`src/rtl/hemf_regs.svh`:
```
// Constants of the host event message framer: byte codes, offsets,
// register addresses and field positions.
// Assumes inclusion by bare name from the framer, payload buffer and beacon average source files.
`ifndef HEMF_REGS_SVH
`define HEMF_REGS_SVH

// ----------------------------------------
// Message framing bytes
// ----------------------------------------
`define HEMF_SOP 8'hFB
`define HEMF_TYPE_RXD 8'h26
`define HEMF_TYPE_ANN 8'h27
`define HEMF_TYPE_IO 8'h28
`define HEMF_LEN_ANN 8'h02
`define HEMF_LEN_HB 8'h07
`define HEMF_LEN_IO 8'h12
`define HEMF_LEN_RXD_BASE 8'h05
`define HEMF_LEN_RXD_MAX 8'h6C
`define HEMF_RSSI_INVALID 8'h7F
`define HEMF_PAYLOAD_MAX 103

// ----------------------------------------
// Status bytes of announcements
// ----------------------------------------
`define HEMF_ST_STARTUP 8'hA0
`define HEMF_ST_BAD_ARG 8'hE1
`define HEMF_ST_READ_ONLY 8'hE4
`define HEMF_ST_BROWNOUT 8'hEC
`define HEMF_ST_WATCHDOG 8'hED
`define HEMF_ST_HW_FAULT 8'hEE
`define HEMF_ST_HEARTBEAT 8'hA8

// ----------------------------------------
// Last byte offsets and payload start
// ----------------------------------------
`define HEMF_LAST_ANN 7'h03
`define HEMF_LAST_HB 7'h08
`define HEMF_LAST_IO 7'h13
`define HEMF_LAST_RXD_BASE 7'h06
`define HEMF_OFS_RXD_DATA 7'h07

// ----------------------------------------
// Register byte addresses and fields
// ----------------------------------------
`define HEMF_A_SEND 8'h00
`define HEMF_A_NODE 8'h04
`define HEMF_A_SIG 8'h08
`define HEMF_A_BEACON 8'h0C
`define HEMF_A_IO 8'h10
`define HEMF_A_ADC01 8'h14
`define HEMF_A_ADC2 8'h18
`define HEMF_A_DAC 8'h1C
`define HEMF_A_PAYLOAD 8'h20
`define HEMF_A_STATUS 8'h24
`define HEMF_CAUSE_LSB 4
`define HEMF_RESP_OKAY 2'h0
`define HEMF_RESP_SLVERR 2'h2
// Averaging weight 0.0625 is a right shift by four
`define HEMF_BEACON_SHIFT 4

`endif

```
`src/rtl/hemf_pkg.sv`:
```
// Types shared by the host event message framer files.
// Assumes nothing of its surroundings.
`default_nettype none
package hemf_pkg;
	// Message kinds selectable by software
	typedef enum logic [1:0] {kind_rxd, kind_ann, kind_hb, kind_io} hemf_kind_t;
	// Framer sequencing states
	typedef enum logic {st_idle, st_send} hemf_state_t;
endpackage : hemf_pkg
`default_nettype wire

```
`src/rtl/hemf_beacon_avg.sv`:
```
// Exponential average of beacon receive power, weight one sixteenth.
// Assumes samples are signed dBm; the invalid code is ignored.
`timescale 1ns/1ns
`default_nettype none
`include "hemf_regs.svh"
module hemf_beacon_avg (
	// Clock and control
	input wire logic aclk,
	input wire logic aresetn,
	input wire logic ce,
	// Samples in
	input wire logic sample_valid,
	input wire logic [7:0] sample,
	// Average out
	output logic [7:0] avg
);
	logic signed [11:0] acc_q;
	logic valid_q;
	logic signed [12:0] s_ext;
	logic signed [12:0] a_ext;
	logic signed [12:0] step;
	logic signed [12:0] acc_next;

	// Four fraction bits keep small steps from vanishing
	always_comb
	begin
		s_ext = {sample[7], sample, 4'h0};
		a_ext = {acc_q[11], acc_q};
		step = (s_ext - a_ext) >>> `HEMF_BEACON_SHIFT;
		acc_next = a_ext + step;
	end

	// First valid sample seeds the filter
	always_ff @(posedge aclk)
	begin
		if (!aresetn)
		begin
			acc_q <= '0;
			valid_q <= 1'b0;
		end
		else if (ce && sample_valid && sample != `HEMF_RSSI_INVALID)
		begin
			valid_q <= 1'b1;
			acc_q <= valid_q ? acc_next[11:0] : s_ext[11:0];
		end
	end

	assign avg = valid_q ? acc_q[11:4] : `HEMF_RSSI_INVALID;
endmodule : hemf_beacon_avg
`default_nettype wire

```
`src/rtl/hemf_framer.sv`:
```
// Host event message framer: AXI4-Lite register slave and byte framer.
// Assumes one clock, a byte sink with valid/ready, synchronous inputs.
//
// Summary of operation
// Every message starts with marker byte FB
// Received-data type 26, length 05 to 6C
// Received-data sender address bytes three-five, LSB first
// Received-data signal strength at byte six
// Payload up to 103 bytes from seven
// Announcements: type 27, length 02, status three
// Startup finished sends announcement status A0
// Bad argument E1, read-only write E4
// Brownout reset EC, watchdog reset ED
// Crystal or radio fault reports EE
// Heartbeat: type 27, length 07, status A8
// Heartbeat address bytes four-six, LSB first
// Heartbeat signal strength at byte seven
// Heartbeat byte eight: averaged beacon power
// I/O report: type 28, length 12
// I/O report address, strength, six input levels
// Three 12-bit converter readings, LSB first
// Flag bits 0-3: triggering input pins
// Flag bit 4: periodic interval expired
// Flag bits 5-7: converter thresholds zero-two
// Flag bits 8-15 always zero
// Two output converter settings end report
// Bytes ascending, whole messages, never interleaved
`timescale 1ns/1ns
`default_nettype none
`include "hemf_regs.svh"
module hemf_framer
	import hemf_pkg::*;
#(
	parameter int AW = 8
) (
	// Clock, reset, enable
	input wire logic aclk,
	input wire logic aresetn,
	input wire logic ce,
	// AXI4-Lite write
	input wire logic [AW-1:0] awaddr,
	input wire logic [2:0] awprot,
	input wire logic awvalid,
	output logic awready,
	input wire logic [31:0] wdata,
	input wire logic [3:0] wstrb,
	input wire logic wvalid,
	output logic wready,
	output logic [1:0] bresp,
	output logic bvalid,
	input wire logic bready,
	// AXI4-Lite read
	input wire logic [AW-1:0] araddr,
	input wire logic [2:0] arprot,
	input wire logic arvalid,
	output logic arready,
	output logic [31:0] rdata,
	output logic [1:0] rresp,
	output logic rvalid,
	input wire logic rready,
	// Byte stream to host
	output logic [7:0] tx_data,
	output logic tx_valid,
	output logic tx_last,
	input wire logic tx_ready
);
	// ----------------------------------------
	// Helpers
	// ----------------------------------------
	function automatic logic [7:0] word_addr(input logic [AW-1:0] a);
		return {a[7:2], 2'b00};
	endfunction : word_addr

	function automatic logic is_mapped(input logic [AW-1:0] a);
		return word_addr(a) <= `HEMF_A_STATUS;
	endfunction : is_mapped

	function automatic logic [31:0] merge(input logic [31:0] old, input logic [31:0] nw,
		input logic [3:0] strb);
		logic [31:0] r;
		r = old;
		for (int i = 0; i < 4; i++)
			if (strb[i])
				r[8*i +: 8] = nw[8*i +: 8];
		return r;
	endfunction : merge

	function automatic logic [7:0] hi12(input logic [11:0] v);
		return {4'h0, v[11:8]};
	endfunction : hi12

	// Announcement cause selector to status byte
	function automatic logic [7:0] cause_code(input logic [2:0] c);
		case (c)
			3'h0: return `HEMF_ST_STARTUP;
			3'h1: return `HEMF_ST_BAD_ARG;
			3'h2: return `HEMF_ST_READ_ONLY;
			3'h3: return `HEMF_ST_BROWNOUT;
			3'h4: return `HEMF_ST_WATCHDOG;
			3'h5: return `HEMF_ST_HW_FAULT;
			default: return `HEMF_ST_BAD_ARG;
		endcase
	endfunction : cause_code

	// ----------------------------------------
	// Declarations
	// ----------------------------------------
	logic aw_have_q, w_have_q, awready_q, wready_q, bvalid_q;
	logic [1:0] bresp_q;
	logic [AW-1:0] awaddr_q;
	logic [31:0] wdata_q;
	logic [3:0] wstrb_q;
	logic arready_q, rvalid_q;
	logic [1:0] rresp_q;
	logic [31:0] rdata_q, rd_word;
	logic [23:0] node_q;
	logic [7:0] rssi_q;
	logic [15:0] io_q;
	logic [11:0] adc0_q, adc1_q, adc2_q, dac0_q, dac1_q;
	logic req_q, boot_q;
	hemf_kind_t req_kind_q, kind_q, nkind;
	logic [2:0] req_cause_q;
	hemf_state_t state_q;
	logic [6:0] idx_q, last_q, nidx;
	logic [7:0] code_q, ncode, nbyte, avg;
	logic [7:0] tx_data_q, pl_data;
	logic tx_valid_q, tx_last_q;
	logic [6:0] pl_count;
	logic wr_fire, start, msg_end;
	logic [7:0] wa;
	logic [31:0] wm;

	assign wr_fire = aw_have_q && w_have_q && !bvalid_q;
	assign wa = word_addr(awaddr_q);
	assign start = (state_q == st_idle) && (boot_q || req_q);
	assign msg_end = (state_q == st_send) && tx_ready && (idx_q == last_q);

	// ----------------------------------------
	// AXI4-Lite write channel
	// ----------------------------------------
	// Address and data taken in either order, answered once both are held
	always_ff @(posedge aclk)
	begin
		if (!aresetn)
		begin
			aw_have_q <= 1'b0;
			w_have_q <= 1'b0;
			awready_q <= 1'b1;
			wready_q <= 1'b1;
			bvalid_q <= 1'b0;
			bresp_q <= `HEMF_RESP_OKAY;
			awaddr_q <= '0;
			wdata_q <= 32'h00000000;
			wstrb_q <= 4'h0;
		end
		else if (ce)
		begin
			if (awvalid && awready_q)
			begin
				aw_have_q <= 1'b1;
				awready_q <= 1'b0;
				awaddr_q <= awaddr;
			end
			if (wvalid && wready_q)
			begin
				w_have_q <= 1'b1;
				wready_q <= 1'b0;
				wdata_q <= wdata;
				wstrb_q <= wstrb;
			end
			if (wr_fire)
			begin
				aw_have_q <= 1'b0;
				w_have_q <= 1'b0;
				bvalid_q <= 1'b1;
				bresp_q <= is_mapped(awaddr_q) ? `HEMF_RESP_OKAY : `HEMF_RESP_SLVERR;
			end
			if (bvalid_q && bready)
			begin
				bvalid_q <= 1'b0;
				awready_q <= 1'b1;
				wready_q <= 1'b1;
			end
		end
	end

	// Message field registers, byte lanes honoured
	always_comb
	begin
		case (wa)
			`HEMF_A_NODE: wm = merge({8'h00, node_q}, wdata_q, wstrb_q);
			`HEMF_A_SIG: wm = merge({24'h000000, rssi_q}, wdata_q, wstrb_q);
			`HEMF_A_IO: wm = merge({16'h0000, io_q}, wdata_q, wstrb_q);
			`HEMF_A_ADC01: wm = merge({4'h0, adc1_q, 4'h0, adc0_q}, wdata_q, wstrb_q);
			`HEMF_A_ADC2: wm = merge({20'h00000, adc2_q}, wdata_q, wstrb_q);
			`HEMF_A_DAC: wm = merge({4'h0, dac1_q, 4'h0, dac0_q}, wdata_q, wstrb_q);
			default: wm = 32'h00000000;
		endcase
	end

	always_ff @(posedge aclk)
	begin
		if (!aresetn)
		begin
			node_q <= 24'h000000;
			rssi_q <= `HEMF_RSSI_INVALID;
			io_q <= 16'h0000;
			adc0_q <= 12'h000;
			adc1_q <= 12'h000;
			adc2_q <= 12'h000;
			dac0_q <= 12'h000;
			dac1_q <= 12'h000;
		end
		else if (ce && wr_fire)
		begin
			case (wa)
				`HEMF_A_NODE: node_q <= wm[23:0];
				`HEMF_A_SIG: rssi_q <= wm[7:0];
				`HEMF_A_IO: io_q <= {wm[15:8], 2'b00, wm[5:0]};
				`HEMF_A_ADC01:
				begin
					adc0_q <= wm[11:0];
					adc1_q <= wm[27:16];
				end
				`HEMF_A_ADC2: adc2_q <= wm[11:0];
				`HEMF_A_DAC:
				begin
					dac0_q <= wm[11:0];
					dac1_q <= wm[27:16];
				end
				default: ;
			endcase
		end
	end

	// One-deep send request; a second request while one waits is dropped
	always_ff @(posedge aclk)
	begin
		if (!aresetn)
		begin
			req_q <= 1'b0;
			req_kind_q <= kind_rxd;
			req_cause_q <= 3'h0;
		end
		else if (ce)
		begin
			// A request landing as the waiting one is taken wins over the clear
			if (wr_fire && wa == `HEMF_A_SEND && wstrb_q[0] &&
				(!req_q || (start && !boot_q)))
			begin
				req_q <= 1'b1;
				req_kind_q <= hemf_kind_t'(wdata_q[1:0]);
				req_cause_q <= wdata_q[`HEMF_CAUSE_LSB +: 3];
			end
			else if (start && !boot_q)
				req_q <= 1'b0;
		end
	end

	// ----------------------------------------
	// AXI4-Lite read channel
	// ----------------------------------------
	always_comb
	begin
		case (word_addr(araddr))
			`HEMF_A_SEND: rd_word = {27'h0000000, req_cause_q, req_kind_q};
			`HEMF_A_NODE: rd_word = {8'h00, node_q};
			`HEMF_A_SIG: rd_word = {24'h000000, rssi_q};
			`HEMF_A_BEACON: rd_word = {24'h000000, avg};
			`HEMF_A_IO: rd_word = {16'h0000, io_q};
			`HEMF_A_ADC01: rd_word = {4'h0, adc1_q, 4'h0, adc0_q};
			`HEMF_A_ADC2: rd_word = {20'h00000, adc2_q};
			`HEMF_A_DAC: rd_word = {4'h0, dac1_q, 4'h0, dac0_q};
			`HEMF_A_STATUS: rd_word = {8'h00, avg, 1'b0, pl_count, 6'h00, req_q,
				state_q == st_send};
			default: rd_word = 32'h00000000;
		endcase
	end

	always_ff @(posedge aclk)
	begin
		if (!aresetn)
		begin
			arready_q <= 1'b1;
			rvalid_q <= 1'b0;
			rdata_q <= 32'h00000000;
			rresp_q <= `HEMF_RESP_OKAY;
		end
		else if (ce)
		begin
			if (arvalid && arready_q)
			begin
				arready_q <= 1'b0;
				rvalid_q <= 1'b1;
				rdata_q <= rd_word;
				rresp_q <= is_mapped(araddr) ? `HEMF_RESP_OKAY : `HEMF_RESP_SLVERR;
			end
			else if (rvalid_q && rready)
			begin
				rvalid_q <= 1'b0;
				arready_q <= 1'b1;
			end
		end
	end

	// ----------------------------------------
	// Submodules
	// ----------------------------------------
	// Payload fills only while nothing is queued or sent, so counts stay put
	hemf_payload_buf #(.DEPTH(`HEMF_PAYLOAD_MAX), .IW(7)) u_buf (
		.aclk(aclk),
		.aresetn(aresetn),
		.ce(ce),
		.push(wr_fire && wa == `HEMF_A_PAYLOAD && wstrb_q[0] && !req_q &&
			state_q == st_idle),
		.push_data(wdata_q[7:0]),
		.clear(msg_end && kind_q == kind_rxd),
		.rd_idx(nidx - `HEMF_OFS_RXD_DATA),
		.rd_data(pl_data),
		.count(pl_count)
	);

	hemf_beacon_avg u_avg (
		.aclk(aclk),
		.aresetn(aresetn),
		.ce(ce),
		.sample_valid(wr_fire && wa == `HEMF_A_BEACON && wstrb_q[0]),
		.sample(wdata_q[7:0]),
		.avg(avg)
	);

	// ----------------------------------------
	// Byte builder
	// ----------------------------------------
	always_comb
	begin
		nidx = (state_q == st_idle) ? 7'h00 : idx_q + 7'h01;
		nkind = (state_q == st_idle) ? (boot_q ? kind_ann : req_kind_q) : kind_q;
		ncode = (state_q == st_idle) ? cause_code(boot_q ? 3'h0 : req_cause_q) : code_q;
		nbyte = 8'h00;
		if (nidx == 7'h00)
			nbyte = `HEMF_SOP;
		else
		begin
			case (nkind)
				kind_rxd:
					case (nidx)
						7'h01: nbyte = 8'(pl_count) + `HEMF_LEN_RXD_BASE;
						7'h02: nbyte = `HEMF_TYPE_RXD;
						7'h03: nbyte = node_q[7:0];
						7'h04: nbyte = node_q[15:8];
						7'h05: nbyte = node_q[23:16];
						7'h06: nbyte = rssi_q;
						default: nbyte = pl_data;
					endcase
				kind_ann:
					case (nidx)
						7'h01: nbyte = `HEMF_LEN_ANN;
						7'h02: nbyte = `HEMF_TYPE_ANN;
						default: nbyte = ncode;
					endcase
				kind_hb:
					case (nidx)
						7'h01: nbyte = `HEMF_LEN_HB;
						7'h02: nbyte = `HEMF_TYPE_ANN;
						7'h03: nbyte = `HEMF_ST_HEARTBEAT;
						7'h04: nbyte = node_q[7:0];
						7'h05: nbyte = node_q[15:8];
						7'h06: nbyte = node_q[23:16];
						7'h07: nbyte = rssi_q;
						default: nbyte = avg;
					endcase
				default:
					case (nidx)
						7'h01: nbyte = `HEMF_LEN_IO;
						7'h02: nbyte = `HEMF_TYPE_IO;
						7'h03: nbyte = node_q[7:0];
						7'h04: nbyte = node_q[15:8];
						7'h05: nbyte = node_q[23:16];
						7'h06: nbyte = rssi_q;
						7'h07: nbyte = {2'b00, io_q[5:0]};
						7'h08: nbyte = adc0_q[7:0];
						7'h09: nbyte = hi12(adc0_q);
						7'h0A: nbyte = adc1_q[7:0];
						7'h0B: nbyte = hi12(adc1_q);
						7'h0C: nbyte = adc2_q[7:0];
						7'h0D: nbyte = hi12(adc2_q);
						7'h0E: nbyte = io_q[15:8];
						7'h0F: nbyte = 8'h00;
						7'h10: nbyte = dac0_q[7:0];
						7'h11: nbyte = hi12(dac0_q);
						7'h12: nbyte = dac1_q[7:0];
						default: nbyte = hi12(dac1_q);
					endcase
			endcase
		end
	end

	// ----------------------------------------
	// Message sequencer
	// ----------------------------------------
	// Kind and length latch at the first byte, so later send requests cannot tear a message; field registers are read live
	always_ff @(posedge aclk)
	begin
		if (!aresetn)
		begin
			state_q <= st_idle;
			boot_q <= 1'b1;
			kind_q <= kind_rxd;
			code_q <= 8'h00;
			idx_q <= 7'h00;
			last_q <= 7'h00;
			tx_data_q <= 8'h00;
			tx_valid_q <= 1'b0;
			tx_last_q <= 1'b0;
		end
		else if (ce)
		begin
			case (state_q)
				st_idle:
					if (start)
					begin
						state_q <= st_send;
						boot_q <= 1'b0;
						kind_q <= nkind;
						code_q <= ncode;
						idx_q <= 7'h00;
						case (nkind)
							kind_rxd: last_q <= `HEMF_LAST_RXD_BASE + pl_count;
							kind_ann: last_q <= `HEMF_LAST_ANN;
							kind_hb: last_q <= `HEMF_LAST_HB;
							default: last_q <= `HEMF_LAST_IO;
						endcase
						tx_data_q <= nbyte;
						tx_valid_q <= 1'b1;
						tx_last_q <= 1'b0;
					end
				st_send:
					if (tx_ready)
					begin
						if (idx_q == last_q)
						begin
							state_q <= st_idle;
							tx_valid_q <= 1'b0;
							tx_last_q <= 1'b0;
						end
						else
						begin
							idx_q <= nidx;
							tx_data_q <= nbyte;
							tx_last_q <= (nidx == last_q);
						end
					end
				default: state_q <= st_idle;
			endcase
		end
	end

	assign awready = awready_q;
	assign wready = wready_q;
	assign bvalid = bvalid_q;
	assign bresp = bresp_q;
	assign arready = arready_q;
	assign rvalid = rvalid_q;
	assign rdata = rdata_q;
	assign rresp = rresp_q;
	assign tx_data = tx_data_q;
	assign tx_valid = tx_valid_q;
	assign tx_last = tx_last_q;

	// ----------------------------------------
	// Checks
	// ----------------------------------------
	a_start_marker: assert property (@(posedge aclk) disable iff (!aresetn)
		tx_valid_q && idx_q == 7'h00 |-> tx_data_q == `HEMF_SOP)
		else $error("message does not open with marker");
	a_rxd_type: assert property (@(posedge aclk) disable iff (!aresetn)
		tx_valid_q && kind_q == kind_rxd && idx_q == 7'h02 |-> tx_data_q == `HEMF_TYPE_RXD)
		else $error("received-data type byte wrong");
	a_rxd_len: assert property (@(posedge aclk) disable iff (!aresetn)
		tx_valid_q && kind_q == kind_rxd && idx_q == 7'h01 |->
		tx_data_q == last_q + 7'h01 - 7'h02 && tx_data_q <= `HEMF_LEN_RXD_MAX)
		else $error("received-data length byte wrong");
	a_ann_length: assert property (@(posedge aclk) disable iff (!aresetn)
		tx_valid_q && kind_q == kind_ann && idx_q == 7'h01 |-> tx_data_q == `HEMF_LEN_ANN)
		else $error("announcement length wrong");
	a_ann_ends: assert property (@(posedge aclk) disable iff (!aresetn)
		tx_valid_q && tx_last_q && kind_q == kind_ann |-> idx_q == 7'h03)
		else $error("announcement not four bytes");
	// Sampled reset in the antecedent: the release edge itself still resets the logic
	a_boot_announce: assert property (@(posedge aclk) disable iff (!aresetn)
		aresetn && ce && state_q == st_idle && boot_q |=> tx_valid_q && kind_q == kind_ann &&
		tx_data_q == `HEMF_SOP ##3 tx_data_q == `HEMF_ST_STARTUP || !tx_valid_q || !ce)
		else $error("startup announcement missing");
	a_hb_status: assert property (@(posedge aclk) disable iff (!aresetn)
		tx_valid_q && kind_q == kind_hb && idx_q == 7'h03 |-> tx_data_q == `HEMF_ST_HEARTBEAT)
		else $error("heartbeat status wrong");
	a_io_length: assert property (@(posedge aclk) disable iff (!aresetn)
		tx_valid_q && kind_q == kind_io && idx_q == 7'h01 |-> tx_data_q == `HEMF_LEN_IO)
		else $error("report length wrong");
	a_flags_high: assert property (@(posedge aclk) disable iff (!aresetn)
		tx_valid_q && kind_q == kind_io && idx_q == 7'h0F |-> tx_data_q == 8'h00)
		else $error("upper flag byte not zero");
	a_byte_order: assert property (@(posedge aclk) disable iff (!aresetn)
		ce && tx_valid_q && tx_ready && !tx_last_q |=>
		tx_valid_q && idx_q == $past(idx_q) + 7'h01)
		else $error("bytes out of order");
	a_byte_hold: assert property (@(posedge aclk) disable iff (!aresetn)
		tx_valid_q && !tx_ready |=> tx_valid_q && $stable(tx_data_q) && $stable(kind_q))
		else $error("byte changed while stalled");
endmodule : hemf_framer
`default_nettype wire

```
`src/rtl/hemf_payload_buf.sv`:
```
// Payload store of the received-data event, flip-flops by index.
// Assumes pushes only while no message is being emitted.
`timescale 1ns/1ns
`default_nettype none
`include "hemf_regs.svh"
module hemf_payload_buf #(
	parameter int DEPTH = `HEMF_PAYLOAD_MAX,
	parameter int IW = 7
) (
	// Clock and control
	input wire logic aclk,
	input wire logic aresetn,
	input wire logic ce,
	// Fill side
	input wire logic push,
	input wire logic [7:0] push_data,
	input wire logic clear,
	// Read side
	input wire logic [IW-1:0] rd_idx,
	output logic [7:0] rd_data,
	output logic [IW-1:0] count
);
	logic [7:0] mem_q [DEPTH];
	logic [IW-1:0] count_q;

	// Fill pointer; pushes beyond depth are dropped
	always_ff @(posedge aclk)
	begin
		if (!aresetn)
			count_q <= '0;
		else if (ce)
		begin
			if (clear)
				count_q <= '0;
			else if (push && count_q < IW'(DEPTH))
				count_q <= count_q + IW'(1);
		end
	end

	// Storage needs no reset, count guards stale bytes
	always_ff @(posedge aclk)
	begin
		if (ce && !clear && push && count_q < IW'(DEPTH))
			mem_q[count_q] <= push_data;
	end

	assign rd_data = (rd_idx < IW'(DEPTH)) ? mem_q[rd_idx] : 8'h00;
	assign count = count_q;
endmodule : hemf_payload_buf
`default_nettype wire

```
`config.mk`:
```
export PLATFORM = sky130hd
export DESIGN_NAME = hemf_framer
export DESIGN_NICKNAME = d
export VERILOG_FILES = /design/src/rtl/hemf_pkg.sv /design/src/rtl/hemf_beacon_avg.sv /design/src/rtl/hemf_framer.sv /design/src/rtl/hemf_payload_buf.sv
export VERILOG_INCLUDE_DIRS = /design/src /design/src/rtl
export SDC_FILE = /design/constraint.sdc
export NUM_CORES = 2
export LEC_CHECK = 0
export ABC_AREA = 0
export BUFFER_PORTS_ARGS = -buffer_cell sky130_fd_sc_hd__buf_2
export CAP_MARGIN = 20
export CORE_MARGIN = 1
export CORE_UTILIZATION = 40
export CTS_CLUSTER_SIZE = 25
export DETAILED_ROUTE_END_ITERATION = 10
export PLACE_DENSITY = 0.65
export SKIP_CTS_REPAIR_TIMING = 1
export SLEW_MARGIN = 20
export SYNTH_ARGS = -nofsm -noshare
export SYNTH_HDL_FRONTEND = slang
export SYNTH_HIERARCHICAL = 1
export SYNTH_SLANG_ARGS = --single-unit
```
`constraint.sdc`:
```
create_clock -name aclk -period 4.5 [get_ports aclk]
set_input_delay 0.675 -clock aclk [delete_from_list [all_inputs] [get_ports aclk]]
set_output_delay 0.675 -clock aclk [all_outputs]
set_load 0.02 [all_outputs]
```
==> metrics <==
status=complete, no violations; Clk pwr share=0.423; all-layer global routing usage=0.2250; Flop pwr share=0.506; Mapped Cells=3368; number of global-route vias before repair=29811; post-synthesis compound-gate area fraction=0.09796; share of post-route cells with drive strength above 1=0.2183; mux cell area share after synthesis=0.1346; Pint=16.22 mW; die height=343.5 µm; Final Cycle Share=0.9582; min cycle time layout=4.312 ns; largest net degree at the start of global routing=142; ANT cells=0; synthesized area=46660 µm²; Die Span X=343.5 µm; post-synthesis sequential area ratio=0.6346; Final setup viols=0; Max Cap Viol=0; Finished Layout Cells=5241; Worst-path clk slew=0.07 ns; CTS tree=yes; post-route ant nets=0; Achievable Freq=231.9 MHz; Final nets=3737; Worst-Skew Late Latency=0.74 ns; HP Start=awaddr[6]; drt total wl=134600 µm; sw power=4.879 mW; reg2reg start=idx_q[0]; GP Congestion=0.9921; critical path fanouts, max=20; synthesized area per cell=13.85 µm²; max-slew violations=0; Starting DRT DRC Count=3695; worst setup path startpoint=idx_q[0]; Synth Register Bits=1067; adder-cell share of the synthesized area=0.009814; I/O pin cnt=118; post-route worst setup slack=0.1882 ns; area growth from synthesis to layout=15.82%; hold_ws=0.1779 ns; Final HPWL DP=88740 µm; Hold Vio Cnt, Final=0; Main synth FF type=edfxtp_1; Die Area=118000 µm²; peak supply drop=0.0003128 V; overall power=21.10 mW; first-pass GRT wire length=197000 µm; unrepaired setup endpoints after global routing=no; Vias=30984; Starting Density=0.4059; number of flops mapped to enable cells by yosys=824; relative slew slack=0.1952; FP Rows=124; dpl cell area=50310 µm²; CTS Root Cell=clkbuf_16; Layout Utilization=0.4701; critical path class=reg -> reg; Clock Tree Buf Depth=3; Synth Area in Simple Gates=0.08530; H-tree levels=3; antenna violations before repair=2; DR pass1 iterations=8; dpl ws=0.1439 ns; commonest non-fill, non-tap cell in the layout=edfxtp_1; core area=115000 µm²; residual DRC count=0; Async S/R FF share, synth=0; wire length per cell=25.69 µm; most frequent cells in the layout=edfxtp_1 (824), nand2_1 (347), nor2_1 (308); Inserted Clock Buffers=109; GRT Residual Overflow=0; Worst Hold Class=in -> reg; Ys Warns=6; Leakage=18.93 nW; Worst-Margin Slew=1.203 ns; worst endpoint data arrival time=4.99 ns; Fillers=9975; Critical Path Sink Type=flip-flop; Synth Area in XOR/XNOR=0.009680; placed cell count=5025; main combinational cell family by area after synthesis=multiplexers; post-DR vias/cell=5.912; clk sinks=1067; Power Dens Cells=390.4 nW/µm²; setup TNS=0 ns; port bufs=97; post-route cell area=54040 µm²; WP data required=5.18 ns; Comb pwr share=0.071; synth unique cells=105; Net Sw Frac=0.2313; startpoint types=flip-flop; Worst Clk Skew=0.09966 ns
cell families after synthesis:
logic type,count (synthesis)
flip-flops,1067
AND/OR/NAND/NOR,895
AO/OA/AOI/OAI,665
multiplexers,366
buffers and inverters,288
XOR/XNOR,50
adder cells (fa/ha/maj),36
other,1
registers in the layout, summed over array words and instances (netlist names), 12 cells and up:
register	cells
io_q	14
adc2_q	12
u_avg/acc_q	12
node_q	24
dac0_q	12
adc1_q	12
dac1_q	12
rdata	28
adc0_q	12
wdata_q	28
u_buf/mem_q	824
Yosys cell counts, types with 7 or more instances:
library cell	n	area, µm²
nand2_1	348	1306
and3_1	19	118.9
a221oi_1	11	96.34
ha_1	35	437.9
a21oi_1	200	1001
buf_2	44	220.2
mux2i_1	145	1451
dfxtp_1	243	4865
nand2b_1	9	56.30
a21o_1	9	67.56
nor3b_1	7	52.55
o21a_1	7	52.55
buf_4	28	210.2
o211ai_1	14	105.1
nor2_1	308	1156
clkbuf_1	144	540.5
a211oi_1	31	232.7
xnor2_1	32	280.3
nor2b_1	36	225.2
a2bb2oi_1	8	70.07
nand4_1	13	81.33
and2_1	15	93.84
edfxtp_1	824	24740
buf_1	11	41.29
nor3_1	42	210.2
a311oi_1	9	78.83
xor2_1	17	148.9
or2_2	8	50.05
a22oi_1	73	548.0
o21ai_0	85	425.4
a31oi_1	32	200.2
mux2_2	15	168.9
nand3_1	44	220.2
nand3b_1	9	67.56
a32oi_1	8	70.07
nor4_1	8	50.05
a222oi_1	34	340.3
a22o_1	22	192.7
o221ai_1	7	61.31
mux4_1	9	236.5
inv_1	51	191.4
mux4_2	196	4414
a221o_1	7	70.07
o22ai_1	27	168.9
power groups by stage:
| stage | Clock [mW] | Combinational (mW) | Sequential, mW |
|---|---|---|---|
| 2_1_floorplan | 0 | 0.945 | 10.9 |
| 4_1_cts | 9.08 | 1.47 | 10.7 |
| 6_report | 8.93 | 1.49 | 10.7 |
| 5_1_grt | 9.44 | 1.59 | 10.7 |
| 3_5_place_dp | 0 | 1.47 | 10.9 |
| 3_3_place_gp | 0 | 1.45 | 10.9 |
per-layer routing:
metal | share of wire | up-vias | GRT usage
li1 | - | 13587 | -
met2 | 0.46 | 1457 | 0.3473
met5 | 0.000089 | - | 0
met1 | 0.41 | 15631 | 0.3120
met4 | 0.039 | 2 | 0.08556
met3 | 0.093 | 307 | 0.04786
worst max-delay path, stage by stage (launching register included):
cell,delay [ns]
dfxtp_1,0.32
ha_1,0.33
nand2_1,0.10
inv_1,0.09
ha_1,0.20
and3_1,0.17
or2_2,0.35
xnor2_4,0.27
buf_12,0.22
nand2b_1,0.27
o22ai_1,0.39
nor4_1,0.15
a211oi_1,0.61
a21boi_0,0.27
o31ai_1,0.11
a31oi_1,0.23
o311a_1,0.19
final timing paths:
| path | end | slack, ns | depth (start not counted) |
|---|---|---|---|
| setup reg to reg | tx_data[1] | 0.19 | 16 |
| setup / recovery | tx_data[1] | 0.19 | 16 |
| hold / removal | awaddr_q[6] | 0.18 | 3 |
| hold reg to reg | aw_have_q | 0.45 | 2 |
area by class of cell:
cell class / count / area, µm² / area share
Timing Repair Buffer: 384 / 2919 / 0.05402
Inverter: 54 / 217.7 / 0.004029
Tap cell: 1512 / 1892 / 0.03501
Multi-Input combinational cell: 2018 / 15850 / 0.2932
Clock inverter: 68 / 660.6 / 0.01222
Clock buffer: 138 / 2867 / 0.05304
Sequential cell: 1067 / 29640 / 0.5484
Note: power is estimated with default switching activity, not from simulation.
